### src/imucfg_consts.svh
// constants for the output configuration and built-in-test block
// assumes a 100 MHz system clock and a 32-bit register bus
`ifndef IMUCFG_CONSTS_SVH
`define IMUCFG_CONSTS_SVH

// ****************************************
// register byte offsets
// ****************************************
`define IMUCFG_OFS_CTRL      6'h00
`define IMUCFG_OFS_FILT      6'h04
`define IMUCFG_OFS_ORIENT    6'h08
`define IMUCFG_OFS_ALERT_EN  6'h0c
`define IMUCFG_OFS_FAULT_IN  6'h10
`define IMUCFG_OFS_BIT_WORD  6'h14
`define IMUCFG_OFS_IRQ_STAT  6'h18
`define IMUCFG_OFS_IRQ_MASK  6'h1c
`define IMUCFG_OFS_CMD       6'h20
`define IMUCFG_OFS_PKT_CNT   6'h24

// ****************************************
// control field positions
// ****************************************
`define IMUCFG_CTRL_BAUD_LSB  0
`define IMUCFG_CTRL_FMT_BIT   2
`define IMUCFG_CTRL_RATE_LSB  4

// ****************************************
// reset values and orientation code count
// ****************************************
`define IMUCFG_BAUD_RST     2'h2
`define IMUCFG_RATE_RST     3'h0
`define IMUCFG_FILT_RST     8'h19
`define IMUCFG_ORIENT_RST   5'h00
`define IMUCFG_ALERT_RST    4'h8
`define IMUCFG_ORIENT_COUNT 5'h18

// ****************************************
// timing
// ****************************************
`define IMUCFG_CLK_HZ       100000000
`define IMUCFG_BASE_HZ      100
`define IMUCFG_BASE_CYCLES  (`IMUCFG_CLK_HZ / `IMUCFG_BASE_HZ)

// ****************************************
// test word bits
// ****************************************
`define IMUCFG_BIT_FATAL    0
`define IMUCFG_BIT_SUMMARY  8

// ****************************************
// interrupt bits
// ****************************************
`define IMUCFG_IRQ_PKT      0
`define IMUCFG_IRQ_FATAL    1
`define IMUCFG_IRQ_ALERT    2
`endif

### src/imucfg_pkg.sv
// types for the output configuration and built-in-test block
// assumes imucfg_consts.svh for numeric values
package imucfg_pkg;
  typedef enum logic [1:0] {
    IMUCFG_BAUD_9600  = 2'h0,
    IMUCFG_BAUD_19200 = 2'h1,
    IMUCFG_BAUD_38400 = 2'h2,
    IMUCFG_BAUD_57600 = 2'h3
  } imucfg_baud_e;

  typedef enum logic [2:0] {
    IMUCFG_RATE_100 = 3'h0,
    IMUCFG_RATE_50  = 3'h1,
    IMUCFG_RATE_25  = 3'h2,
    IMUCFG_RATE_20  = 3'h3,
    IMUCFG_RATE_10  = 3'h4,
    IMUCFG_RATE_5   = 3'h5,
    IMUCFG_RATE_2   = 3'h6,
    IMUCFG_RATE_QUIET = 3'h7
  } imucfg_rate_e;

  typedef enum logic [1:0] {
    IMUCFG_PKT_NONE  = 2'h0,
    IMUCFG_PKT_MEAS  = 2'h1,
    IMUCFG_PKT_DIAG  = 2'h3
  } imucfg_pkt_e;
endpackage

### src/imucfg_accum.sv
// one wrap-around delta accumulator, restarted from the same-cycle sample (or zero without one) when a measurement packet is sent
// assumes sample_i pulses at the base processing rate
`timescale 1ns/10ps
module imucfg_accum #(
  parameter int WIDTH = 16
) (
  input  wire logic             clock_i,
  input  wire logic             sys_rst_i,
  input  wire logic             sample_i,
  input  wire logic [WIDTH-1:0] value_i,
  input  wire logic             take_i,
  output logic      [WIDTH-1:0] sum_o
);
  logic [WIDTH-1:0] sum_reg;

  // the sum wraps on overflow; the snapshot carries the sum before take
  always_ff @(posedge clock_i) begin
    if (sys_rst_i) begin
      sum_reg <= '0;
    end else if (take_i) begin
      sum_reg <= sample_i ? value_i : '0;
    end else if (sample_i) begin
      sum_reg <= sum_reg + value_i;
    end
  end

  always_ff @(posedge clock_i) begin
    if (sys_rst_i) begin
      sum_o <= '0;
    end else if (take_i) begin
      sum_o <= sum_reg;
    end
  end
endmodule

### src/imucfg_top.sv
// output configuration, packet scheduling and built-in-test word
// assumes an Avalon-MM master on the register side, all synchronous
`timescale 1ns/10ps
`include "imucfg_consts.svh"

module imucfg_top
  import imucfg_pkg::*;
#(
  parameter int ACC_WIDTH  = 16,
  parameter int BASE_CYCLES = `IMUCFG_BASE_CYCLES
) (
  input  wire logic                   clock_i,
  input  wire logic                   sys_rst_i,
  input  wire logic [5:0]             avs_address_i,
  input  wire logic                   avs_read_i,
  input  wire logic                   avs_write_i,
  input  wire logic [31:0]            avs_writedata_i,
  input  wire logic [3:0]             avs_byteenable_i,
  output logic      [31:0]            avs_readdata_o,
  output logic                        avs_waitrequest_o,
  input  wire logic [ACC_WIDTH-1:0]   gyro_delta_i,
  input  wire logic [2:0]             hw_error_i,
  input  wire logic [3:0]             alert_i,
  input  wire logic [15:0]            subsys_status_i,
  output logic      [1:0]             baud_sel_o,
  output logic      [7:0]             gyro_filt_o,
  output logic      [7:0]             accel_xy_filt_o,
  output logic      [7:0]             accel_z_filt_o,
  output logic      [4:0]             orient_o,
  output logic                        pkt_valid_o,
  output logic      [1:0]             pkt_kind_o,
  output logic                        pkt_delta_o,
  output logic      [15:0]            pkt_bit_word_o,
  output logic      [ACC_WIDTH-1:0]   pkt_gyro_sum_o,
  output logic      [15:0]            pkt_diag_o,
  output logic                        irq_o
);
  // ****************************************
  // registers
  // ****************************************
  imucfg_baud_e       baud_reg;
  logic               fmt_delta_reg;
  imucfg_rate_e       rate_reg;
  logic [7:0]         gyro_filt_reg;
  logic [7:0]         accel_xy_filt_reg;
  logic [7:0]         accel_z_filt_reg;
  logic [4:0]         orient_reg;
  logic [3:0]         alert_en_reg;
  logic               fatal_latch_reg;
  logic [2:0]         irq_stat_reg;
  logic [2:0]         irq_mask_reg;
  logic [15:0]        pkt_cnt_reg;
  logic [31:0]        base_cnt_reg;
  logic [5:0]         div_cnt_reg;
  logic               ack_reg;
  logic [15:0]        bit_word;
  logic               alert_summary_flag;
  logic               fatal_fault_flag;
  logic               base_tick;
  logic               rate_tick;
  logic               wr_stb;
  logic               rd_stb;
  logic               poll_meas;
  logic               poll_diag;
  logic               send_meas;
  logic               meas_due;
  logic               meas_pend_reg;
  logic [5:0]         div_max;

  // one wait cycle per access keeps read data registered
  assign avs_waitrequest_o = (avs_read_i | avs_write_i) & ~ack_reg;
  assign wr_stb = avs_write_i & ack_reg;
  assign rd_stb = avs_read_i & ~ack_reg;

  always_ff @(posedge clock_i) begin
    if (sys_rst_i) begin
      ack_reg <= 1'b0;
    end else begin
      ack_reg <= (avs_read_i | avs_write_i) & ~ack_reg;
    end
  end

  // ****************************************
  // configuration writes
  // ****************************************
  always_ff @(posedge clock_i) begin
    if (sys_rst_i) begin
      baud_reg      <= imucfg_baud_e'(`IMUCFG_BAUD_RST);
      fmt_delta_reg <= 1'b0;
      rate_reg      <= imucfg_rate_e'(`IMUCFG_RATE_RST);
    end else if (wr_stb && avs_address_i == `IMUCFG_OFS_CTRL && avs_byteenable_i[0]) begin
      baud_reg      <= imucfg_baud_e'(avs_writedata_i[`IMUCFG_CTRL_BAUD_LSB +: 2]);
      fmt_delta_reg <= avs_writedata_i[`IMUCFG_CTRL_FMT_BIT];
      rate_reg      <= imucfg_rate_e'(avs_writedata_i[`IMUCFG_CTRL_RATE_LSB +: 3]);
    end
  end

  always_ff @(posedge clock_i) begin
    if (sys_rst_i) begin
      gyro_filt_reg     <= `IMUCFG_FILT_RST;
      accel_xy_filt_reg <= `IMUCFG_FILT_RST;
      accel_z_filt_reg  <= `IMUCFG_FILT_RST;
    end else if (wr_stb && avs_address_i == `IMUCFG_OFS_FILT) begin
      if (avs_byteenable_i[0]) begin
        gyro_filt_reg <= avs_writedata_i[7:0];
      end
      if (avs_byteenable_i[1]) begin
        accel_xy_filt_reg <= avs_writedata_i[15:8];
      end
      if (avs_byteenable_i[2]) begin
        accel_z_filt_reg <= avs_writedata_i[23:16];
      end
    end
  end

  // out-of-range orientation codes are ignored, keeping the old setting
  always_ff @(posedge clock_i) begin
    if (sys_rst_i) begin
      orient_reg <= `IMUCFG_ORIENT_RST;
    end else if (wr_stb && avs_address_i == `IMUCFG_OFS_ORIENT && avs_byteenable_i[0]
                 && avs_writedata_i[4:0] < `IMUCFG_ORIENT_COUNT) begin
      orient_reg <= avs_writedata_i[4:0];
    end
  end

  always_ff @(posedge clock_i) begin
    if (sys_rst_i) begin
      alert_en_reg <= `IMUCFG_ALERT_RST;
    end else if (wr_stb && avs_address_i == `IMUCFG_OFS_ALERT_EN && avs_byteenable_i[0]) begin
      alert_en_reg <= avs_writedata_i[3:0];
    end
  end

  always_ff @(posedge clock_i) begin
    if (sys_rst_i) begin
      irq_mask_reg <= 3'h0;
    end else if (wr_stb && avs_address_i == `IMUCFG_OFS_IRQ_MASK && avs_byteenable_i[0]) begin
      irq_mask_reg <= avs_writedata_i[2:0];
    end
  end

  // ****************************************
  // built-in-test word
  // ****************************************
  // a fatal fault is sticky until reset: the unit is no longer trusted
  always_ff @(posedge clock_i) begin
    if (sys_rst_i) begin
      fatal_latch_reg <= 1'b0;
    end else if (|hw_error_i) begin
      fatal_latch_reg <= 1'b1;
    end
  end

  assign fatal_fault_flag   = fatal_latch_reg | (|hw_error_i);
  assign alert_summary_flag = |(alert_i & alert_en_reg);
  assign bit_word = {3'h0, alert_i & alert_en_reg, alert_summary_flag,
                     4'h0, hw_error_i, fatal_fault_flag};

  // ****************************************
  // packet scheduling
  // ****************************************
  always_ff @(posedge clock_i) begin
    if (sys_rst_i) begin
      base_cnt_reg <= 32'h0;
    end else if (base_tick) begin
      base_cnt_reg <= 32'h0;
    end else begin
      base_cnt_reg <= base_cnt_reg + 32'h1;
    end
  end
  assign base_tick = (base_cnt_reg == 32'(BASE_CYCLES - 1));

  always_comb begin
    case (rate_reg)
      IMUCFG_RATE_100: div_max = 6'h00;
      IMUCFG_RATE_50:  div_max = 6'h01;
      IMUCFG_RATE_25:  div_max = 6'h03;
      IMUCFG_RATE_20:  div_max = 6'h04;
      IMUCFG_RATE_10:  div_max = 6'h09;
      IMUCFG_RATE_5:   div_max = 6'h13;
      IMUCFG_RATE_2:   div_max = 6'h31;
      default:         div_max = 6'h00;
    endcase
  end

  always_ff @(posedge clock_i) begin
    if (sys_rst_i) begin
      div_cnt_reg <= 6'h0;
    end else if (base_tick) begin
      div_cnt_reg <= (div_cnt_reg >= div_max) ? 6'h0 : div_cnt_reg + 6'h1;
    end
  end

  assign rate_tick = base_tick && div_cnt_reg >= div_max && rate_reg != IMUCFG_RATE_QUIET;
  assign poll_meas = wr_stb && avs_address_i == `IMUCFG_OFS_CMD && avs_writedata_i[0];
  assign poll_diag = wr_stb && avs_address_i == `IMUCFG_OFS_CMD && avs_writedata_i[1];
  assign meas_due  = rate_tick | poll_meas | meas_pend_reg;
  // a diagnostic request takes the packet slot; the measurement follows one cycle later,
  // so no stream packet is lost and the sums are never cleared unsent
  assign send_meas = meas_due & ~poll_diag;

  // requests need two bus cycles each, so the deferred packet never waits twice
  always_ff @(posedge clock_i) begin
    if (sys_rst_i) begin
      meas_pend_reg <= 1'b0;
    end else begin
      meas_pend_reg <= meas_due & poll_diag;
    end
  end

  imucfg_accum #(
    .WIDTH (ACC_WIDTH)
  ) u_gyro_accum (
    .clock_i   (clock_i),
    .sys_rst_i (sys_rst_i),
    .sample_i  (base_tick),
    .value_i   (gyro_delta_i),
    .take_i    (send_meas),
    .sum_o     (pkt_gyro_sum_o)
  );

  always_ff @(posedge clock_i) begin
    if (sys_rst_i) begin
      pkt_valid_o    <= 1'b0;
      pkt_kind_o     <= IMUCFG_PKT_NONE;
      pkt_delta_o    <= 1'b0;
      pkt_bit_word_o <= 16'h0;
      pkt_diag_o     <= 16'h0;
    end else begin
      pkt_valid_o <= send_meas | poll_diag;
      if (poll_diag) begin
        pkt_kind_o <= IMUCFG_PKT_DIAG;
        pkt_diag_o <= subsys_status_i;
        pkt_bit_word_o <= bit_word;
      end else if (send_meas) begin
        pkt_kind_o     <= IMUCFG_PKT_MEAS;
        pkt_delta_o    <= fmt_delta_reg;
        pkt_bit_word_o <= bit_word;
      end else begin
        pkt_kind_o <= IMUCFG_PKT_NONE;
      end
    end
  end

  always_ff @(posedge clock_i) begin
    if (sys_rst_i) begin
      pkt_cnt_reg <= 16'h0;
    end else if (send_meas | poll_diag) begin
      pkt_cnt_reg <= pkt_cnt_reg + 16'h1;
    end
  end

  // ****************************************
  // interrupts
  // ****************************************
  // set wins over a write-one clear in the same cycle
  always_ff @(posedge clock_i) begin
    if (sys_rst_i) begin
      irq_stat_reg <= 3'h0;
    end else begin
      irq_stat_reg <= (irq_stat_reg & ~((wr_stb && avs_address_i == `IMUCFG_OFS_IRQ_STAT)
                        ? avs_writedata_i[2:0] : 3'h0))
                      | {alert_summary_flag, fatal_fault_flag, send_meas | poll_diag};
    end
  end
  assign irq_o = |(irq_stat_reg & irq_mask_reg);

  // ****************************************
  // read back
  // ****************************************
  always_ff @(posedge clock_i) begin
    if (sys_rst_i) begin
      avs_readdata_o <= 32'h0;
    end else if (rd_stb) begin
      case (avs_address_i)
        `IMUCFG_OFS_CTRL:     avs_readdata_o <= {25'h0, rate_reg, 1'b0, fmt_delta_reg, baud_reg};
        `IMUCFG_OFS_FILT:     avs_readdata_o <= {8'h0, accel_z_filt_reg, accel_xy_filt_reg, gyro_filt_reg};
        `IMUCFG_OFS_ORIENT:   avs_readdata_o <= {27'h0, orient_reg};
        `IMUCFG_OFS_ALERT_EN: avs_readdata_o <= {28'h0, alert_en_reg};
        `IMUCFG_OFS_FAULT_IN: avs_readdata_o <= {16'h0, subsys_status_i};
        `IMUCFG_OFS_BIT_WORD: avs_readdata_o <= {16'h0, bit_word};
        `IMUCFG_OFS_IRQ_STAT: avs_readdata_o <= {29'h0, irq_stat_reg};
        `IMUCFG_OFS_IRQ_MASK: avs_readdata_o <= {29'h0, irq_mask_reg};
        `IMUCFG_OFS_PKT_CNT:  avs_readdata_o <= {16'h0, pkt_cnt_reg};
        default:              avs_readdata_o <= 32'h0;
      endcase
    end
  end

  assign baud_sel_o      = baud_reg;
  assign gyro_filt_o     = gyro_filt_reg;
  assign accel_xy_filt_o = accel_xy_filt_reg;
  assign accel_z_filt_o  = accel_z_filt_reg;
  assign orient_o        = orient_reg;

  // ****************************************
  // checks
  // ****************************************
  quiet_no_stream_a: assert property (@(posedge clock_i) disable iff (sys_rst_i)
    (rate_reg == IMUCFG_RATE_QUIET && !poll_meas && !poll_diag && !meas_pend_reg) |=> !pkt_valid_o)
    else $error("packet sent while quiet without request");
  poll_answers_a: assert property (@(posedge clock_i) disable iff (sys_rst_i)
    poll_meas |-> ##[1:2] (pkt_valid_o && pkt_kind_o == IMUCFG_PKT_MEAS))
    else $error("poll not answered in time");
  diag_answers_a: assert property (@(posedge clock_i) disable iff (sys_rst_i)
    poll_diag |=> pkt_kind_o == IMUCFG_PKT_DIAG && pkt_diag_o == $past(subsys_status_i))
    else $error("diagnostic packet wrong");
  fatal_bit_a: assert property (@(posedge clock_i) disable iff (sys_rst_i)
    (|hw_error_i && send_meas) |=> pkt_bit_word_o[`IMUCFG_BIT_FATAL])
    else $error("fatal flag missing");
  fatal_sticky_a: assert property (@(posedge clock_i) disable iff (sys_rst_i)
    fatal_latch_reg |=> fatal_latch_reg)
    else $error("fatal flag dropped");
  summary_bit_a: assert property (@(posedge clock_i) disable iff (sys_rst_i)
    send_meas |=> pkt_bit_word_o[`IMUCFG_BIT_SUMMARY] == |($past(alert_i) & $past(alert_en_reg)))
    else $error("alert summary wrong");
  format_follows_a: assert property (@(posedge clock_i) disable iff (sys_rst_i)
    send_meas |=> pkt_delta_o == $past(fmt_delta_reg))
    else $error("packet format wrong");
  orient_range_a: assert property (@(posedge clock_i) disable iff (sys_rst_i)
    orient_reg < `IMUCFG_ORIENT_COUNT)
    else $error("orientation out of range");
  wait_one_a: assert property (@(posedge clock_i) disable iff (sys_rst_i)
    (avs_read_i && avs_waitrequest_o) |=> !avs_waitrequest_o)
    else $error("slave waited too long");
  stream_c: cover property (@(posedge clock_i) disable iff (sys_rst_i) rate_tick ##1 pkt_valid_o);
  poll_c:   cover property (@(posedge clock_i) disable iff (sys_rst_i) poll_meas && fmt_delta_reg);
  diag_c:   cover property (@(posedge clock_i) disable iff (sys_rst_i) poll_diag);
  irq_c:    cover property (@(posedge clock_i) disable iff (sys_rst_i) irq_o);
endmodule
### config.mk
export PLATFORM = sky130hd
export DESIGN_NAME = imucfg_top
export DESIGN_NICKNAME = d
export VERILOG_FILES = /design/src/imucfg_pkg.sv /design/src/imucfg_accum.sv /design/src/imucfg_top.sv
export VERILOG_INCLUDE_DIRS = /design/src
export SDC_FILE = /design/constraint.sdc
export NUM_CORES = 1
export LEC_CHECK = 0
export BUFFER_PORTS_ARGS = -buffer_cell sky130_fd_sc_hd__buf_2
export CORE_MARGIN = 4
export CORE_UTILIZATION = 24
export DETAILED_ROUTE_END_ITERATION = 7
export GPL_ROUTABILITY_DRIVEN = 0
export HOLD_SLACK_MARGIN = 0.06
export SLEW_MARGIN = 25
export SYNTH_ARGS = -nofsm -noshare
export SYNTH_HDL_FRONTEND = slang
export SYNTH_SLANG_ARGS = --single-unit
export TNS_END_PERCENT = 1
### constraint.sdc
create_clock -name clock_i -period 3.1 [get_ports clock_i]
set_input_delay 0.31 -clock clock_i [delete_from_list [all_inputs] [get_ports clock_i]]
set_output_delay 0.31 -clock clock_i [all_outputs]
set_load 0.005 [all_outputs]
Word level (Yosys, flattened, before mapping)
Cells that the tools add are included.

Logic and storage cells: 102. Register bits: 195. Output and inout port bits: 117. Input port bits: 85.

Equality and inequality tests: 17. Bitwise gates (word level): 17. Magnitude comparators: 2. Reduce and logical (&&, ||, !) cells: 27. Muxes and demuxes: 11. Add/subtract/negate cells: 4.

Operators by type and width (count): $pmux 24 s9 (1); $mux 16 (3); $pmux 6 s6 (1); $add 32x1->32 const B (1); $eq 32x20->1 const B (1); $mux 13 (2); $eq 6x5->1 const B (4); $add 16x1->16 const B (1); $add 16x16->16 (1); $logic_and 1x1->1 (16); $eq 6x4->1 const B (2); $eq 6x6->1 const B (2); $eq 3x3->1 const B (3); $reduce_and 2->1 (4); $add 6x1->6 const B (1); $and 3x3->3 (2); $eq 3x2->1 const B (2); $eq 6x3->1 const B (1); $ge 6x6->1 (1); $logic_not 6->1 (1); $mux 6 (1); $reduce_or 3->1 (2); $and 1x1->1 (5); $lt 5x5->1 const B (1); 13 further kinds (19).

Logic depth before layout (Yosys ltp)
Depth after elaboration: 10. Depth in mapped cells: 13. Depth with buffers taken out: 10.

Hierarchy
From an unflattened synthesis, not the netlist that was laid out.

Cells, all modules: 1047. Area, all modules: 8961.1 µm².

By module, submodules not included: imucfg_top (sequential area each 3083.0 µm², instances 1, area an instance 6930.4 µm², cells an instance 804); imucfg_accum (sequential area each 640.6 µm², instances 1, area an instance 2030.7 µm², cells an instance 243).

Worst setup path before layout
No wires, ideal clock.

Path kind: register -> register. Start point: register rate_reg[2]. End point: register u_gyro_accum.sum_reg[11]. Required time: 2.983 ns. Period minus slack after synthesis: 2.799 ns. Arrival time: 2.682 ns. Buffers on the path: 3. Setup time: 0.117 ns. Cell stages (with the launch flop): 12. Path slack: 0.301 ns. Cells stage by stage: dfxtp_1 > clkbuf_1 > or3b_2 > ha_1 > o2111ai_1 > o21ai_1 > nand4_1 > and2_1 > buf_2 > buf_6 > o21a_1 > a32o_1.

Longest elaborated chain between the ends: 9. Elaborated cells on any way between the ends: 16. Those cells by class: order compare: 1; eq/ne: 7; mux: 2; bitwise: 3; reduce/logical: 3.

RTL lines: start: declaration (RTL line imucfg_top.sv:43) `imucfg_rate_e rate_reg;`; start signal: assignment (RTL line imucfg_top.sv:90) `` rate_reg <= imucfg_rate_e'(`IMUCFG_RATE_RST); ``; start signal: assignment (RTL line imucfg_top.sv:94) `` rate_reg <= imucfg_rate_e'(avs_writedata_i[`IMUCFG_CTRL_RATE_LSB +: 3]); ``; $eq 3x3->1 (tied with other cells) (RTL line imucfg_top.sv:174) `case (rate_reg)`; $pmux 6 s6 (RTL line imucfg_top.sv:174); $ge 6x6->1 (RTL line imucfg_top.sv:194) `assign rate_tick = base_tick && div_cnt_reg >= div_max && rate_reg != IMUCFG_RATE_QUIET;`; $logic_and 1x1->1 (RTL line imucfg_top.sv:194); $logic_and 1x1->1 (*) (RTL line imucfg_top.sv:194); $or 1x1->1 (*) (2 in a row) (RTL line imucfg_top.sv:197) `assign meas_due = rate_tick | poll_meas | meas_pend_reg;`; $and 1x1->1 (*) (RTL line imucfg_top.sv:200) `assign send_meas = meas_due & ~poll_diag;`; $mux 16 or $reduce_bool 2->1 (tied branches); end signal: assignment (RTL line imucfg_accum.sv:21) `sum_reg <= sample_i ? value_i : '0;`; end signal: assignment (RTL line imucfg_accum.sv:23) `sum_reg <= sum_reg + value_i;`; end: declaration (RTL line imucfg_accum.sv:14) `logic [WIDTH-1:0] sum_reg;`.

Every way passes the cells marked *; elsewhere a longest branch is shown, timed or not. A chain may end at the register's enable or synchronous reset.

Worst setup path after layout
Start point: register rate_reg[0]. End point: register u_gyro_accum.sum_reg[15].

Same word-level chain as after synthesis.

==> impl_results.md <==
* Outcome: finished, final reports clean
* Max_slew headroom at 0.479
* Synthesized area per cell at 8.26 sq um
* Worst-Skew Late Latency at 430 ps
* # IOs at 202
* EDFF count, synth at 0
* Core footprint at 36500 sq um
* CP Cell Sequence: or3b_2 > ha_1 > o2111ai_1 > o21ai_2 > nand4_1 > nand2_1 > buf_4 > a21oi_1 > a311o_1
* Worst min path class: primary input to flip-flop
* Fmax at 356 MHz
* Synth top area share at 0.420
* Ys async rst share at 0
* Syn Inst Count at 1074
* DR vias/cell at 4.85
* Die area at 40100 sq um
* Clk_skew at 11.3 ps
* Top cells by area, synth: dfxtp_1 42%, a21oi_1 6.7%, nand2_1 6.6%, nor2_1 5.7%, ha_1 3.4%
* Share of post-route cells with drive strength above 1 at 0.199
* DRC viols at 0
* Cell area power density at 434 nW/um^2
* CP max-delay cell: or3b_2
* Htree depth at 4
* Via count of the first global-routing pass at 7858
* Area Growth Syn to Fin at 21.5%
* Crit-path max cell delay at 520 ps
* Initial core utilization at 0.243
* CP arrival at 3120 ps
* HPWL after DPL at 21600 microns
* TNS Setup at 0 ps
* Top post-synthesis cells by count: 186 x dfxtp_1, 155 x nand2_1, 135 x nor2_1
* DRT antenna net count at 0
* Critical path buffers and inverters at 1
* Fillers at 3894
* Worst vdd ir at 358 uV
* Post-placement cell area at 10300 sq um
* Dominant cell type by area after synthesis: dfxtp_1
* Fin crit share at 0.905
* Max Root-Sink Buffers at 2
* Yosys reg bits at 186
* Crit-path leading delay family: simple AND/OR/NAND/NOR gates
* Vias at 8324
* CP Class: flip-flop to flip-flop
* YS warnings at 0
* Initial drt markers at 544
* Multi-input gate area at 4790 sq um
* Required @ worst endpoint at 3410 ps
* Final Hold Fails at 0
* Worst setup SP type: flip-flop
* Clock slew at reported path FFs at 70 ps
* Synth unique cells at 70
* CTS tree: built
* Postcts setup bufs at 0
* Max reg flops at 32
* Slew Viols, Final at 0
* Fin area at 10800 sq um
* FP Rows at 70
* Tmin final at 2810 ps
* CP Capture Type: flip-flop
* Post-synthesis sequential area ratio at 0.420
* Root buffer cell: clkbuf_16
* Largest net degree at the start of global routing at 114
* Final setup viols at 0
* DR WL/cell at 16.7 microns
* Total clock buffers created by CTS at 17
* Drt first pass iters at 5
* Worst-Margin Slew at 780 ps
* Leak at 4.44 nW
* FF+latch area at 3720 sq um
* Count leader, synth: dfxtp_1
* Buffers on Ports at 177
* Final #Nets at 1345
* Chip height at 200 microns
* First-pass GRT wire length at 44700 microns
* RSZ-0062 raised after global routing: false
* Max cap viols at 0
* Synth Flop Type: dfxtp_1
* Mapped cell area at 8870 sq um
* Final wirelength at 28700 microns
* Total GRT Usage at 0.138
* Worst reg-to-reg setup slack at 290 ps
* N_diodes at 0
* Clk sinks at 186
* DIE WIDTH at 200 microns
* Initial antenna violation count at 2
* Grt ovf at 0
* CP max FO at 20
-- tightest hold or removal path, delay by kind of cell --
kind,cells,cell delay (ps)
buffers and inverters,1,70
muxes,1,50
and+or+nand+nor,1,50
-- kinds of logic after synthesis --
family | Yosys count | share of synthesized area
AOI/OAI and AO/OA | 233 | 0.164
xor gates and xnor gates | 52 | 0.0513
adders and majority gates | 25 | 0.0361
buffers and inverters | 88 | 0.0486
DFF | 186 | 0.420
muxes | 30 | 0.0340
other | 1 | 0.000423
and+or+nand+nor | 459 | 0.246
-- where the power goes --
| group | internal [mW] | leakage (nW) | switching (mW) |
|---|---|---|---|
| clock network | 1.05 | 0.249 | 0.987 |
| registers | 2.40 | 1.50 | 0.00964 |
| logic | 0.0775 | 2.69 | 0.155 |
-- layout make-up --
class | count | area share
multi-input cells | 814 | 0.445
repair buffers | 203 | 0.103
flip-flops and latches | 186 | 0.345
clock buffers | 23 | 0.0425
inverters | 13 | 0.00453
well taps | 468 | 0.0543
clock inverters | 8 | 0.00592
-- per-stage QoR --
stage          instances  setup WS [ps]  power (mW)  hold WS [ps]   util
3_5_place_dp        1684            146        2.69           446  0.281
3_3_place_gp        1684            219        2.69           436  0.281
6_report            1715            295        4.68          83.2  0.295
4_1_cts             1715            121        4.74          64.6  0.295
2_1_floorplan       1088            301        2.59           434      -
5_1_grt             1715           98.7        4.86          78.1  0.295
-- worst paths after layout --
check                              start                        to  depth (start not counted)
hold reg to reg   u_gyro_accum.sum_o[13]    u_gyro_accum.sum_o[13]                          2
setup / recovery             rate_reg[0]  u_gyro_accum.sum_reg[15]                          9
setup reg to reg             rate_reg[0]  u_gyro_accum.sum_reg[15]                          9
hold / removal       avs_writedata_i[12]        accel_xy_filt_o[4]                          3
-- cell usage in the layout, fill, tap and decap left out, types with 7 or more instances in the layout --
master     count
mux2i_1       29
conb_1        15
nand2b_1      10
buf_2        176
buf_4         25
nor2b_1        7
xnor2_1       27
and3_1        17
nand4_1       15
nor3_1        25
inv_1         13
nand2_1      155
xor2_1        25
a31oi_1       10
nor2_1       135
dfxtp_1      186
nor4_1         8
a21oi_1      118
clkbuf_16     17
ha_1          24
nand3_1       38
a222oi_1       9
o21ai_0       18
nand3b_1       7
a22oi_1       26
-- repair_timing --
item,CTS,global route
endpoints found under the setup margin,0,8
hold buffers,0,0
gates resized for setup,0,1
-- per-layer routing --
| metal | global-route usage | vias to the layer above | part of all wire |
|---|---|---|---|
| met3 | 0.0385 | 22 | 0.075 |
| met1 | 0.180 | 3928 | 0.44 |
| met4 | 0.0300 | 4 | 0.012 |
| li1 | - | 4090 | - |
| met5 | 0 | - | 0.00077 |
| met2 | 0.230 | 280 | 0.47 |
Note: power is estimated with default switching activity, not from simulation.
